## src/verilog/sacp_pkg.sv

```systemverilog
// Shared constants and types for the serial converter port
package sacp_pkg;
    // Conversion timing (longest allowed time, rounded down)
    localparam real CONVERSION_TIME_NS = 4660.0;
    localparam real SYS_CLK_PERIOD_NS = 8.0;
    // Plain int cast rounds to nearest and would overshoot the limit by one cycle
    localparam int CONVERT_STROBE_CYCLES = int'($floor(CONVERSION_TIME_NS / SYS_CLK_PERIOD_NS)) - 1;
    // Result layout
    localparam int RESULT_BITS = 12;
    localparam int CFG_BITS = 2;
    // Configuration word bit positions (mode bit arrives first)
    localparam int CFG_MODE_POS = 1;
    localparam int CFG_POL_POS = 0;
    localparam logic [1:0] CFG_RESET = 2'h2;
    localparam logic [11:0] RESULT_RESET = 12'h000;
    // Buffer depth
    localparam int BUF_DEPTH = 2;

    typedef enum logic [3:0] {
        SACP_IDLE = 4'h1,
        SACP_CONVERT = 4'h2,
        SACP_SLEEP = 4'h4,
        SACP_SHIFT = 4'h8
    } sacp_state_t;
endpackage

```

## src/verilog/sacp_buf.sv

```systemverilog
// Two-entry valid/ready buffer for finished conversion results
`timescale 1ns/1ps
`default_nettype none
module sacp_buf #(
    parameter int WIDTH = 12,
    parameter int DEPTH = 2
) (
    // Clock and reset
    input wire logic sys_clk,
    input wire logic rst_b,
    // Fill side
    input wire logic in_valid,
    output logic in_ready,
    input wire logic [WIDTH-1:0] in_data,
    // Drain side
    output logic out_valid,
    input wire logic out_ready,
    output logic [WIDTH-1:0] out_data
);
    initial begin
        if (DEPTH != 2) begin
            $error("sacp_buf supports depth 2 only");
        end
    end

    logic [WIDTH-1:0] mem_r [DEPTH];
    logic [WIDTH-1:0] mem_nxt [DEPTH];
    logic wp_r, wp_nxt, rp_r, rp_nxt;
    logic [1:0] cnt_r, cnt_nxt;
    logic push, pop;

    assign in_ready = (cnt_r != 2'h2);
    assign out_valid = (cnt_r != 2'h0);
    assign out_data = mem_r[rp_r];
    assign push = in_valid && in_ready;
    assign pop = out_valid && out_ready;

    always_comb begin
        mem_nxt = mem_r;
        wp_nxt = wp_r;
        rp_nxt = rp_r;
        cnt_nxt = cnt_r;
        if (push) begin
            mem_nxt[wp_r] = in_data;
            wp_nxt = ~wp_r;
        end
        if (pop) begin
            rp_nxt = ~rp_r;
        end
        if (push && !pop) begin
            cnt_nxt = cnt_r + 2'h1;
        end else if (pop && !push) begin
            cnt_nxt = cnt_r - 2'h1;
        end
    end

    always_ff @(posedge sys_clk or negedge rst_b) begin
        if (!rst_b) begin
            mem_r[0] <= '0;
            mem_r[1] <= '0;
            wp_r <= 1'b0;
            rp_r <= 1'b0;
            cnt_r <= 2'h0;
        end else begin
            mem_r <= mem_nxt;
            wp_r <= wp_nxt;
            rp_r <= rp_nxt;
            cnt_r <= cnt_nxt;
        end
    end
endmodule
`default_nettype wire

```

## src/verilog/sacp_port.sv

```systemverilog
// Conversion sequencer and serial port of a 12-bit sampling converter
// Functional notes
// - Strobe rise starts timed conversion
// - Strobe still high at end: sleep
// - Strobe fall: sample, enable result driver
// - Result bits change on falling shift edge
// - After result, output zeros indefinitely
// - Capture 2-bit config on first rises
// - Ignore further config bits until next cycle
// - Config in, result out full duplex
// - Config sets mux for next conversion
// - Decode mode and channel into mux
// - Unipolar code, positive minus negative
// - Conversion no longer than 4.66 us
`timescale 1ns/1ps
`default_nettype none
module sacp_port
    import sacp_pkg::*;
#(
    parameter bit TWO_CHANNEL = 1'b1,
    parameter int RES_BITS = sacp_pkg::RESULT_BITS
) (
    // Clock and reset
    input wire logic sys_clk,
    input wire logic rst_b,
    // Host pins
    input wire logic convert_strobe,
    input wire logic shift_clk,
    input wire logic serial_config_in,
    output logic serial_result_out,
    output logic serial_result_oe_b,
    // Analog front end (sampled inputs, already digital here)
    input wire logic [RES_BITS-1:0] input_channel_zero,
    input wire logic [RES_BITS-1:0] input_channel_one,
    // Mux state seen by the analog side
    output logic mux_single_ended,
    output logic mux_swap,
    output logic sleeping
);
    import sacp_pkg::*;

    initial begin
        if (RES_BITS != RESULT_BITS) begin
            $error("sacp_port result width must be 12");
        end
    end

    // ----------------------------------------
    // Pin synchronisers and edge detect
    // ----------------------------------------
    logic [1:0] convert_strobe_sync_r, sck_sync_r, sdi_sync_r;
    logic convert_strobe_d_r, sck_d_r;
    logic convert_strobe_s, sck_s, sdi_s;
    logic convert_strobe_rise, convert_strobe_fall, sck_rise, sck_fall;

    always_ff @(posedge sys_clk or negedge rst_b) begin
        if (!rst_b) begin
            convert_strobe_sync_r <= 2'h3;
            sck_sync_r <= 2'h0;
            sdi_sync_r <= 2'h0;
            convert_strobe_d_r <= 1'b1;
            sck_d_r <= 1'b0;
        end else begin
            convert_strobe_sync_r <= {convert_strobe_sync_r[0], convert_strobe};
            sck_sync_r <= {sck_sync_r[0], shift_clk};
            sdi_sync_r <= {sdi_sync_r[0], serial_config_in};
            convert_strobe_d_r <= convert_strobe_sync_r[1];
            sck_d_r <= sck_sync_r[1];
        end
    end

    assign convert_strobe_s = convert_strobe_sync_r[1];
    assign sck_s = sck_sync_r[1];
    assign sdi_s = sdi_sync_r[1];
    assign convert_strobe_rise = convert_strobe_s && !convert_strobe_d_r;
    assign convert_strobe_fall = !convert_strobe_s && convert_strobe_d_r;
    assign sck_rise = sck_s && !sck_d_r;
    assign sck_fall = !sck_s && sck_d_r;

    // ----------------------------------------
    // Mux decode and conversion arithmetic
    // ----------------------------------------
    logic [1:0] mux_cfg_r, mux_cfg_nxt;
    logic [RES_BITS-1:0] pos_v, neg_v, code_v;

    always_comb begin
        if (!TWO_CHANNEL) begin
            pos_v = input_channel_zero;
            neg_v = input_channel_one;
        end else if (mux_cfg_r[CFG_MODE_POS]) begin
            pos_v = mux_cfg_r[CFG_POL_POS] ? input_channel_one : input_channel_zero;
            neg_v = '0;
        end else begin
            pos_v = mux_cfg_r[CFG_POL_POS] ? input_channel_one : input_channel_zero;
            neg_v = mux_cfg_r[CFG_POL_POS] ? input_channel_zero : input_channel_one;
        end
        code_v = (pos_v > neg_v) ? RES_BITS'(pos_v - neg_v) : '0;
    end

    // ----------------------------------------
    // Sequencer
    // ----------------------------------------
    sacp_state_t state_r, state_nxt;
    logic [12:0] timer_r, timer_nxt;
    logic [1:0] cfg_sh_r, cfg_sh_nxt;
    logic [1:0] cfg_cnt_r, cfg_cnt_nxt;
    logic [RES_BITS-1:0] shreg_r, shreg_nxt;
    logic [4:0] bits_r, bits_nxt;
    logic sdo_r, sdo_nxt, oe_b_r, oe_b_nxt, sleep_r, sleep_nxt;
    logic buf_in_valid, buf_in_ready, buf_out_valid, buf_out_ready;
    logic [RES_BITS-1:0] buf_out_data;

    // Finished result enters the buffer; loaded on strobe fall
    assign buf_in_valid = (state_r == SACP_CONVERT) && (timer_r == 13'h0000);
    assign buf_out_ready = convert_strobe_fall;

    always_comb begin
        state_nxt = state_r;
        timer_nxt = timer_r;
        cfg_sh_nxt = cfg_sh_r;
        cfg_cnt_nxt = cfg_cnt_r;
        mux_cfg_nxt = mux_cfg_r;
        shreg_nxt = shreg_r;
        bits_nxt = bits_r;
        sdo_nxt = sdo_r;
        oe_b_nxt = oe_b_r;
        sleep_nxt = 1'b0;
        case (state_r)
            SACP_IDLE: begin
                if (convert_strobe_rise) begin
                    state_nxt = SACP_CONVERT;
                    timer_nxt = 13'(CONVERT_STROBE_CYCLES);
                end
            end
            SACP_CONVERT: begin
                oe_b_nxt = 1'b1;
                if (timer_r != 13'h0000) begin
                    timer_nxt = timer_r - 13'h0001;
                // bounded time, stall if buffer full
                end else if (buf_in_ready) begin
                    state_nxt = SACP_SLEEP;
                end
            end
            SACP_SLEEP: begin
                sleep_nxt = convert_strobe_s;
                if (convert_strobe_fall && buf_out_valid) begin
                    state_nxt = SACP_SHIFT;
                    oe_b_nxt = 1'b0;
                    shreg_nxt = {buf_out_data[RES_BITS-2:0], 1'b0};
                    sdo_nxt = buf_out_data[RES_BITS-1];
                    bits_nxt = 5'(RES_BITS - 1);
                    cfg_cnt_nxt = 2'h0;
                    sleep_nxt = 1'b0;
                end
            end
            SACP_SHIFT: begin
                // change on falling edge, zeros after last bit
                if (sck_fall) begin
                    sdo_nxt = (bits_r != 5'h00) ? shreg_r[RES_BITS-1] : 1'b0;
                    shreg_nxt = {shreg_r[RES_BITS-2:0], 1'b0};
                    if (bits_r != 5'h00) begin
                        bits_nxt = bits_r - 5'h01;
                    end
                end
                // capture config, same clock as result
                if (TWO_CHANNEL && sck_rise && cfg_cnt_r != 2'(CFG_BITS)) begin
                    cfg_sh_nxt = {cfg_sh_r[0], sdi_s};
                    cfg_cnt_nxt = cfg_cnt_r + 2'h1;
                    if (cfg_cnt_r == 2'h1) begin
                        mux_cfg_nxt = {cfg_sh_r[0], sdi_s};
                    end
                end
                // later bits ignored by the count guard
                if (convert_strobe_rise) begin
                    oe_b_nxt = 1'b1;
                    state_nxt = SACP_CONVERT;
                    timer_nxt = 13'(CONVERT_STROBE_CYCLES);
                end
            end
            default: begin
                state_nxt = SACP_IDLE;
            end
        endcase
    end

    always_ff @(posedge sys_clk or negedge rst_b) begin
        if (!rst_b) begin
            state_r <= SACP_IDLE;
            timer_r <= 13'h0000;
            cfg_sh_r <= 2'h0;
            cfg_cnt_r <= 2'h0;
            mux_cfg_r <= CFG_RESET;
            shreg_r <= RESULT_RESET;
            bits_r <= 5'h00;
            sdo_r <= 1'b0;
            oe_b_r <= 1'b1;
            sleep_r <= 1'b0;
        end else begin
            state_r <= state_nxt;
            timer_r <= timer_nxt;
            cfg_sh_r <= cfg_sh_nxt;
            cfg_cnt_r <= cfg_cnt_nxt;
            mux_cfg_r <= mux_cfg_nxt;
            shreg_r <= shreg_nxt;
            bits_r <= bits_nxt;
            sdo_r <= sdo_nxt;
            oe_b_r <= oe_b_nxt;
            sleep_r <= sleep_nxt;
        end
    end

    // ----------------------------------------
    // Result buffer
    // ----------------------------------------
    // Holds finished codes so a late strobe fall never loses a word
    sacp_buf #(
        .WIDTH(RES_BITS),
        .DEPTH(BUF_DEPTH)
    ) u_buf (
        .sys_clk(sys_clk),
        .rst_b(rst_b),
        .in_valid(buf_in_valid),
        .in_ready(buf_in_ready),
        .in_data(code_v),
        .out_valid(buf_out_valid),
        .out_ready(buf_out_ready),
        .out_data(buf_out_data)
    );

    assign serial_result_out = sdo_r;
    assign serial_result_oe_b = oe_b_r;
    assign mux_single_ended = mux_cfg_r[CFG_MODE_POS];
    assign mux_swap = mux_cfg_r[CFG_POL_POS];
    assign sleeping = sleep_r;
endmodule
`default_nettype wire

```

## config.mk

```make
export PLATFORM = sky130hd
export DESIGN_NAME = sacp_port
export DESIGN_NICKNAME = d
export VERILOG_FILES = /design/src/verilog/sacp_pkg.sv /design/src/verilog/sacp_buf.sv /design/src/verilog/sacp_port.sv
export SDC_FILE = /design/constraint.sdc
export NUM_CORES = 1
export LEC_CHECK = 0
export BUFFER_PORTS_ARGS = -buffer_cell sky130_fd_sc_hd__buf_2
export CAP_MARGIN = 20
export CORE_MARGIN = 8
export CORE_UTILIZATION = 60
export DETAILED_ROUTE_END_ITERATION = 6
export PLACE_DENSITY_LB_ADDON = 0.08
export SLEW_MARGIN = 10
export SYNTH_ARGS = -nofsm -noshare
export SYNTH_HDL_FRONTEND = slang
export SYNTH_SLANG_ARGS = --single-unit
```

## constraint.sdc

```tcl
create_clock -name sys_clk -period 4.65 [get_ports sys_clk]
set_input_delay 0.465 -clock sys_clk [delete_from_list [all_inputs] [get_ports sys_clk]]
set_output_delay 0.465 -clock sys_clk [all_outputs]
set_load 0.02 [all_outputs]
```

==> impl_results.html <==
<table>
<tr><th>Metric</th><th>Value</th></tr>
<tr><th colspan="2">Global route</th></tr>
<tr><td>GR peak layer</td><td>met2</td></tr>
<tr><td>Met2 demand-to-capacity share in global routing</td><td>27.4%</td></tr>
<tr><td>Largest net degree at the start of global routing</td><td>78</td></tr>
<tr><td>Wire length of the first global-routing pass</td><td>15.5 mm</td></tr>
<tr><td>Total global routing overflow</td><td>0</td></tr>
<tr><td>Via count of the first global-routing pass</td><td>3345</td></tr>
<tr><td>Initial antenna violation count</td><td>0</td></tr>
<tr><td>Grt met1 use</td><td>25.7%</td></tr>
<tr><td>GRT Resource Usage Total</td><td>18.4%</td></tr>
<tr><td>Met3 track utilization from global routing</td><td>3.85%</td></tr>
<tr><th colspan="2">Place</th></tr>
<tr><td>Post-detailed-placement half-perimeter wirelength</td><td>6.39 mm</td></tr>
<tr><td>Post-placement setup slack</td><td>0.993 ns</td></tr>
<tr><td>Post-detailed-placement cell area</td><td>0.00474 mm^2</td></tr>
<tr><td>Global placement routability congestion</td><td>0.813</td></tr>
<tr><td>Port Buffer Count</td><td>33</td></tr>
<tr><td>Cells after DPL</td><td>581</td></tr>
<tr><th colspan="2">Critical path</th></tr>
<tr><td>Critical path data arrival time</td><td>3.91 ns</td></tr>
<tr><td>Critical path class</td><td>flip-flop to flip-flop</td></tr>
<tr><td>Crit path max fanout</td><td>22</td></tr>
<tr><td>Kind of launch point of the worst setup path</td><td>flip-flop</td></tr>
<tr><td>Cells traversed along the worst timing path</td><td>buf_4 -&gt; mux2_2 -&gt; ha_1 -&gt; a21oi_1 -&gt; nor2_1 -&gt; o41a_1 -&gt; o21ai_1 -&gt; nor3_1 -&gt; mux2_2</td></tr>
<tr><td>Critical path capture point type</td><td>flip-flop</td></tr>
<tr><td>Largest stage delay on the critical path</td><td>0.74 ns</td></tr>
<tr><td>Most used cell along the critical path</td><td>mux2_2</td></tr>
<tr><td>Required time at the endpoint of the critical path</td><td>4.88 ns</td></tr>
<tr><td>R2r setup slk</td><td>0.96 ns</td></tr>
<tr><td>Family with the most delay on the worst path</td><td>compound AO/OA/AOI/OAI gates</td></tr>
<tr><td>Buffering stage count on the worst path with inverters included</td><td>1</td></tr>
<tr><td>CP max stage cell</td><td>o21ai_1</td></tr>
<tr><th colspan="2">Floorplan</th></tr>
<tr><td>Standard-cell row count</td><td>31</td></tr>
<tr><td>Die span in x</td><td>103 um</td></tr>
<tr><td>IO Count</td><td>34</td></tr>
<tr><td>Starting density of the core</td><td>62.0%</td></tr>
<tr><td>Vertical die dimension</td><td>103 um</td></tr>
<tr><td>Core Footprint</td><td>0.00729 mm^2</td></tr>
<tr><td>Total die area</td><td>0.0106 mm^2</td></tr>
<tr><th colspan="2">Power and ir drop</th></tr>
<tr><td>Power per unit of standard cell area</td><td>380 mW/mm^2</td></tr>
<tr><td>Clock network fraction of design power</td><td>29.2%</td></tr>
<tr><td>Fraction of power spent switching nets</td><td>31.9%</td></tr>
<tr><td>Register share of total power</td><td>45.6%</td></tr>
<tr><td>Overall Power</td><td>1.89 mW</td></tr>
<tr><td>VDD IR max</td><td>0.217 mV</td></tr>
<tr><td>Net switching component of the power</td><td>602 uW</td></tr>
<tr><td>Power share of the combinational group</td><td>25.2%</td></tr>
<tr><td>Leakage power</td><td>2.30 nW</td></tr>
<tr><td>Cell-internal power</td><td>1.28 mW</td></tr>
<tr><th colspan="2">CTS</th></tr>
<tr><td>Clock tree from TritonCTS</td><td>yes</td></tr>
<tr><td>Buffer count from post-CTS setup fixing</td><td>0</td></tr>
<tr><td>Post-cts resize count</td><td>0</td></tr>
<tr><td>Clk buf depth</td><td>2</td></tr>
<tr><td>Number of H-tree levels</td><td>3</td></tr>
<tr><td>Clk sink count</td><td>77</td></tr>
<tr><td>Worst-skew pair later-pin latency</td><td>0.35 ns</td></tr>
<tr><td>CTS hold repair buffers</td><td>0</td></tr>
<tr><td>Clock-pin slew on the worst setup and hold paths</td><td>0.08 ns</td></tr>
<tr><td>Library cell used as clock root buffer</td><td>clkbuf_8</td></tr>
<tr><td>CTS Buf Count</td><td>9</td></tr>
<tr><th colspan="2">Final layout</th></tr>
<tr><td>Share of final-layout standard cells stronger than drive strength 1</td><td>20.0%</td></tr>
<tr><td>Area of all placed cells without fillers</td><td>0.00497 mm^2</td></tr>
<tr><td>Fin cells</td><td>598</td></tr>
<tr><td>Most common cell after layout, fill and taps aside</td><td>dfrtp_1</td></tr>
<tr><td>Number of nets in the finished design</td><td>543</td></tr>
<tr><td>Number of fill cells</td><td>613</td></tr>
<tr><td>Commonest cells after routing, fill and taps aside</td><td>71 x dfrtp_1, 47 x nand2_1, 46 x nor2_1</td></tr>
<tr><td>Final antenna diode count</td><td>0</td></tr>
<tr><td>Final Core Density</td><td>68.1%</td></tr>
<tr><td>Synthesis-to-layout area growth</td><td>9.85%</td></tr>
<tr><th colspan="2">Timing</th></tr>
<tr><td>Min setup slack post-route</td><td>0.965 ns</td></tr>
<tr><td>Worst Clk Skew</td><td>0.0106 ns</td></tr>
<tr><td>RSZ-0062 raised after global routing</td><td>false</td></tr>
<tr><td>Transition at the pin with the smallest max-transition slack</td><td>0.941 ns</td></tr>
<tr><td>Time the final worst path needs with I/O delays and setup</td><td>3.69 ns</td></tr>
<tr><td>Number of setup violations in the final report</td><td>0</td></tr>
<tr><td>Final-layout setup total negative slack</td><td>0 ns</td></tr>
<tr><td>Max-slew headroom</td><td>36.4%</td></tr>
<tr><td>Fraction of the cycle the final worst path needs</td><td>79.3%</td></tr>
<tr><td>Final Hold Fails</td><td>0</td></tr>
<tr><td>Worst Hold Slack</td><td>0.208 ns</td></tr>
<tr><td>Number of max-slew violations in the final report</td><td>0</td></tr>
<tr><td>Fmax achieved</td><td>271 MHz</td></tr>
<tr><th colspan="2">Synth</th></tr>
<tr><td>Area of the mapped netlist</td><td>0.00452 mm^2</td></tr>
<tr><td>Share of synthesized area occupied by flip-flops and latches</td><td>42.8%</td></tr>
<tr><td>Unique masters post-synth</td><td>59</td></tr>
<tr><td>Total nets after synthesis</td><td>517</td></tr>
<tr><td>Mean instance size in the synthesized netlist</td><td>9.66 um^2</td></tr>
<tr><td>Post-synthesis cell type with the largest combined area</td><td>dfrtp_1</td></tr>
<tr><td>Proportion of synthesized flip-flops having asynchronous set or reset</td><td>100%</td></tr>
<tr><td>Post-synthesis sequential element count</td><td>77</td></tr>
<tr><td>Most used flip-flop cell after synthesis</td><td>dfrtp_1</td></tr>
<tr><td>Post-synthesis instance total</td><td>468</td></tr>
<tr><td>Top-area cell type share of the netlist area</td><td>39.3%</td></tr>
<tr><td>Largest cells by area after synthesis</td><td>dfrtp_1 39%, mux2i_1 6.0%, mux2_2 5.5%</td></tr>
<tr><td>Number of flops mapped to enable cells by yosys</td><td>0</td></tr>
<tr><td>Count of warnings emitted by yosys</td><td>0</td></tr>
<tr><th colspan="2">Run status</th></tr>
<tr><td>Status</td><td>finished clean</td></tr>
<tr><th colspan="2">Routing</th></tr>
<tr><td>Final antenna-violating net count</td><td>0</td></tr>
<tr><td>DRC</td><td>0</td></tr>
<tr><td>Via density per instance</td><td>5.60</td></tr>
<tr><td>Count of routing violations after the opening detailed-route iteration</td><td>125</td></tr>
<tr><td>Vias</td><td>3351</td></tr>
<tr><td>Number of detailed-routing iterations run before antenna repair</td><td>4</td></tr>
<tr><td>Mean routed wirelength per cell</td><td>14.7 um</td></tr>
<tr><td>Final WL</td><td>8.82 mm</td></tr>
<tr><th colspan="2">Flow run</th></tr>
<tr><td>Number of max-cap violations</td><td>0</td></tr>
<tr><th colspan="2">Worst hold path</th></tr>
<tr><td>Hold crit path type</td><td>input port to flip-flop</td></tr>
</table>
## final timing paths
| kind | cells after the start | endpoint | from |
|---|---|---|---|
| setup reg to reg | 9 | u_buf.mem_r[10] | mux_cfg_r[0] |
| hold / removal | 1 | convert_strobe_sync_r[0] | convert_strobe |
| hold reg to reg | 0 | sdi_sync_r[1] | sdi_sync_r[0] |
| setup / recovery | 9 | u_buf.mem_r[10] | mux_cfg_r[0] |
| max in group asynchronous | 1 | u_buf.mem_r[22] | rst_b |
| min in group asynchronous | 1 | sleeping | rst_b |
## power by group through the flow
stage / clock [mW] / sequential, mW / combinational, mW
floorplan: 0 / 0.816 / 0.403
global placement: 0 / 0.867 / 0.461
detailed placement: 0 / 0.872 / 0.472
CTS: 0.565 / 0.859 / 0.476
global route: 0.598 / 0.872 / 0.536
finish: 0.551 / 0.859 / 0.475
## synthesized netlist by cell type (2+ instances only)
cell type  count
and3_1         3
inv_1         15
nor4b_1        2
a21oi_1       25
o31ai_1       11
or2_2         12
o211ai_1       8
dfstp_2        6
nor4_1         4
buf_1          3
or3_1          4
mux2_2        22
xnor2_1       13
nand4_1        3
nand3_1        6
o21bai_1       2
nand2b_1      11
dfrtp_1       71
buf_2          4
mux2i_1       27
ha_1          19
o2111ai_1      2
nor2_1        46
nor2b_1        3
a211oi_1       2
xor2_1        11
o21a_1         3
a31oi_1        2
nand2_1       47
nor3_1         9
o41a_1         2
o21ai_1        3
o21ai_0       25
clkbuf_1      13
a21o_1         4
and2_1         2
## state kept, by name, summed over array words and instances, names as in the netlist, 2 cells and up
register	count
state_r	4
timer_r	13
sdi_sync_r	2
mux_cfg_r	2
u_buf.mem_r	24
cfg_cnt_r	2
bits_r	5
convert_strobe_sync_r	2
u_buf.cnt_r	2
shreg_r	11
sck_sync_r	2
## cells by family after synthesis
group | count (synthesis) | share of synthesized area (%)
compound gates | 98 | 13.7
xor+xnor | 24 | 4.65
fa+ha+maj | 20 | 5.70
buf+inv | 37 | 3.43
flops | 77 | 42.8
mux | 49 | 11.5
simple gates | 163 | 18.3
## cell type report
cell class              count  area, um^2  area share, %
clock inverters             4        73.8           1.49
clock buffers              12         145           2.92
multi-input cells         354        2440           49.1
flip-flops and latches     77        1930           38.9
well taps                  99         124           2.49
repair buffers             37         195           3.93
inverters                  15        56.3           1.13
## layer usage
metal	wire length, um	part of all wire, %
met5	0	0
met4	149	1.7
met3	340	3.9
met2	3840	44
met1	4480	51
No activity file was read; power rests on OpenSTA's default activity.
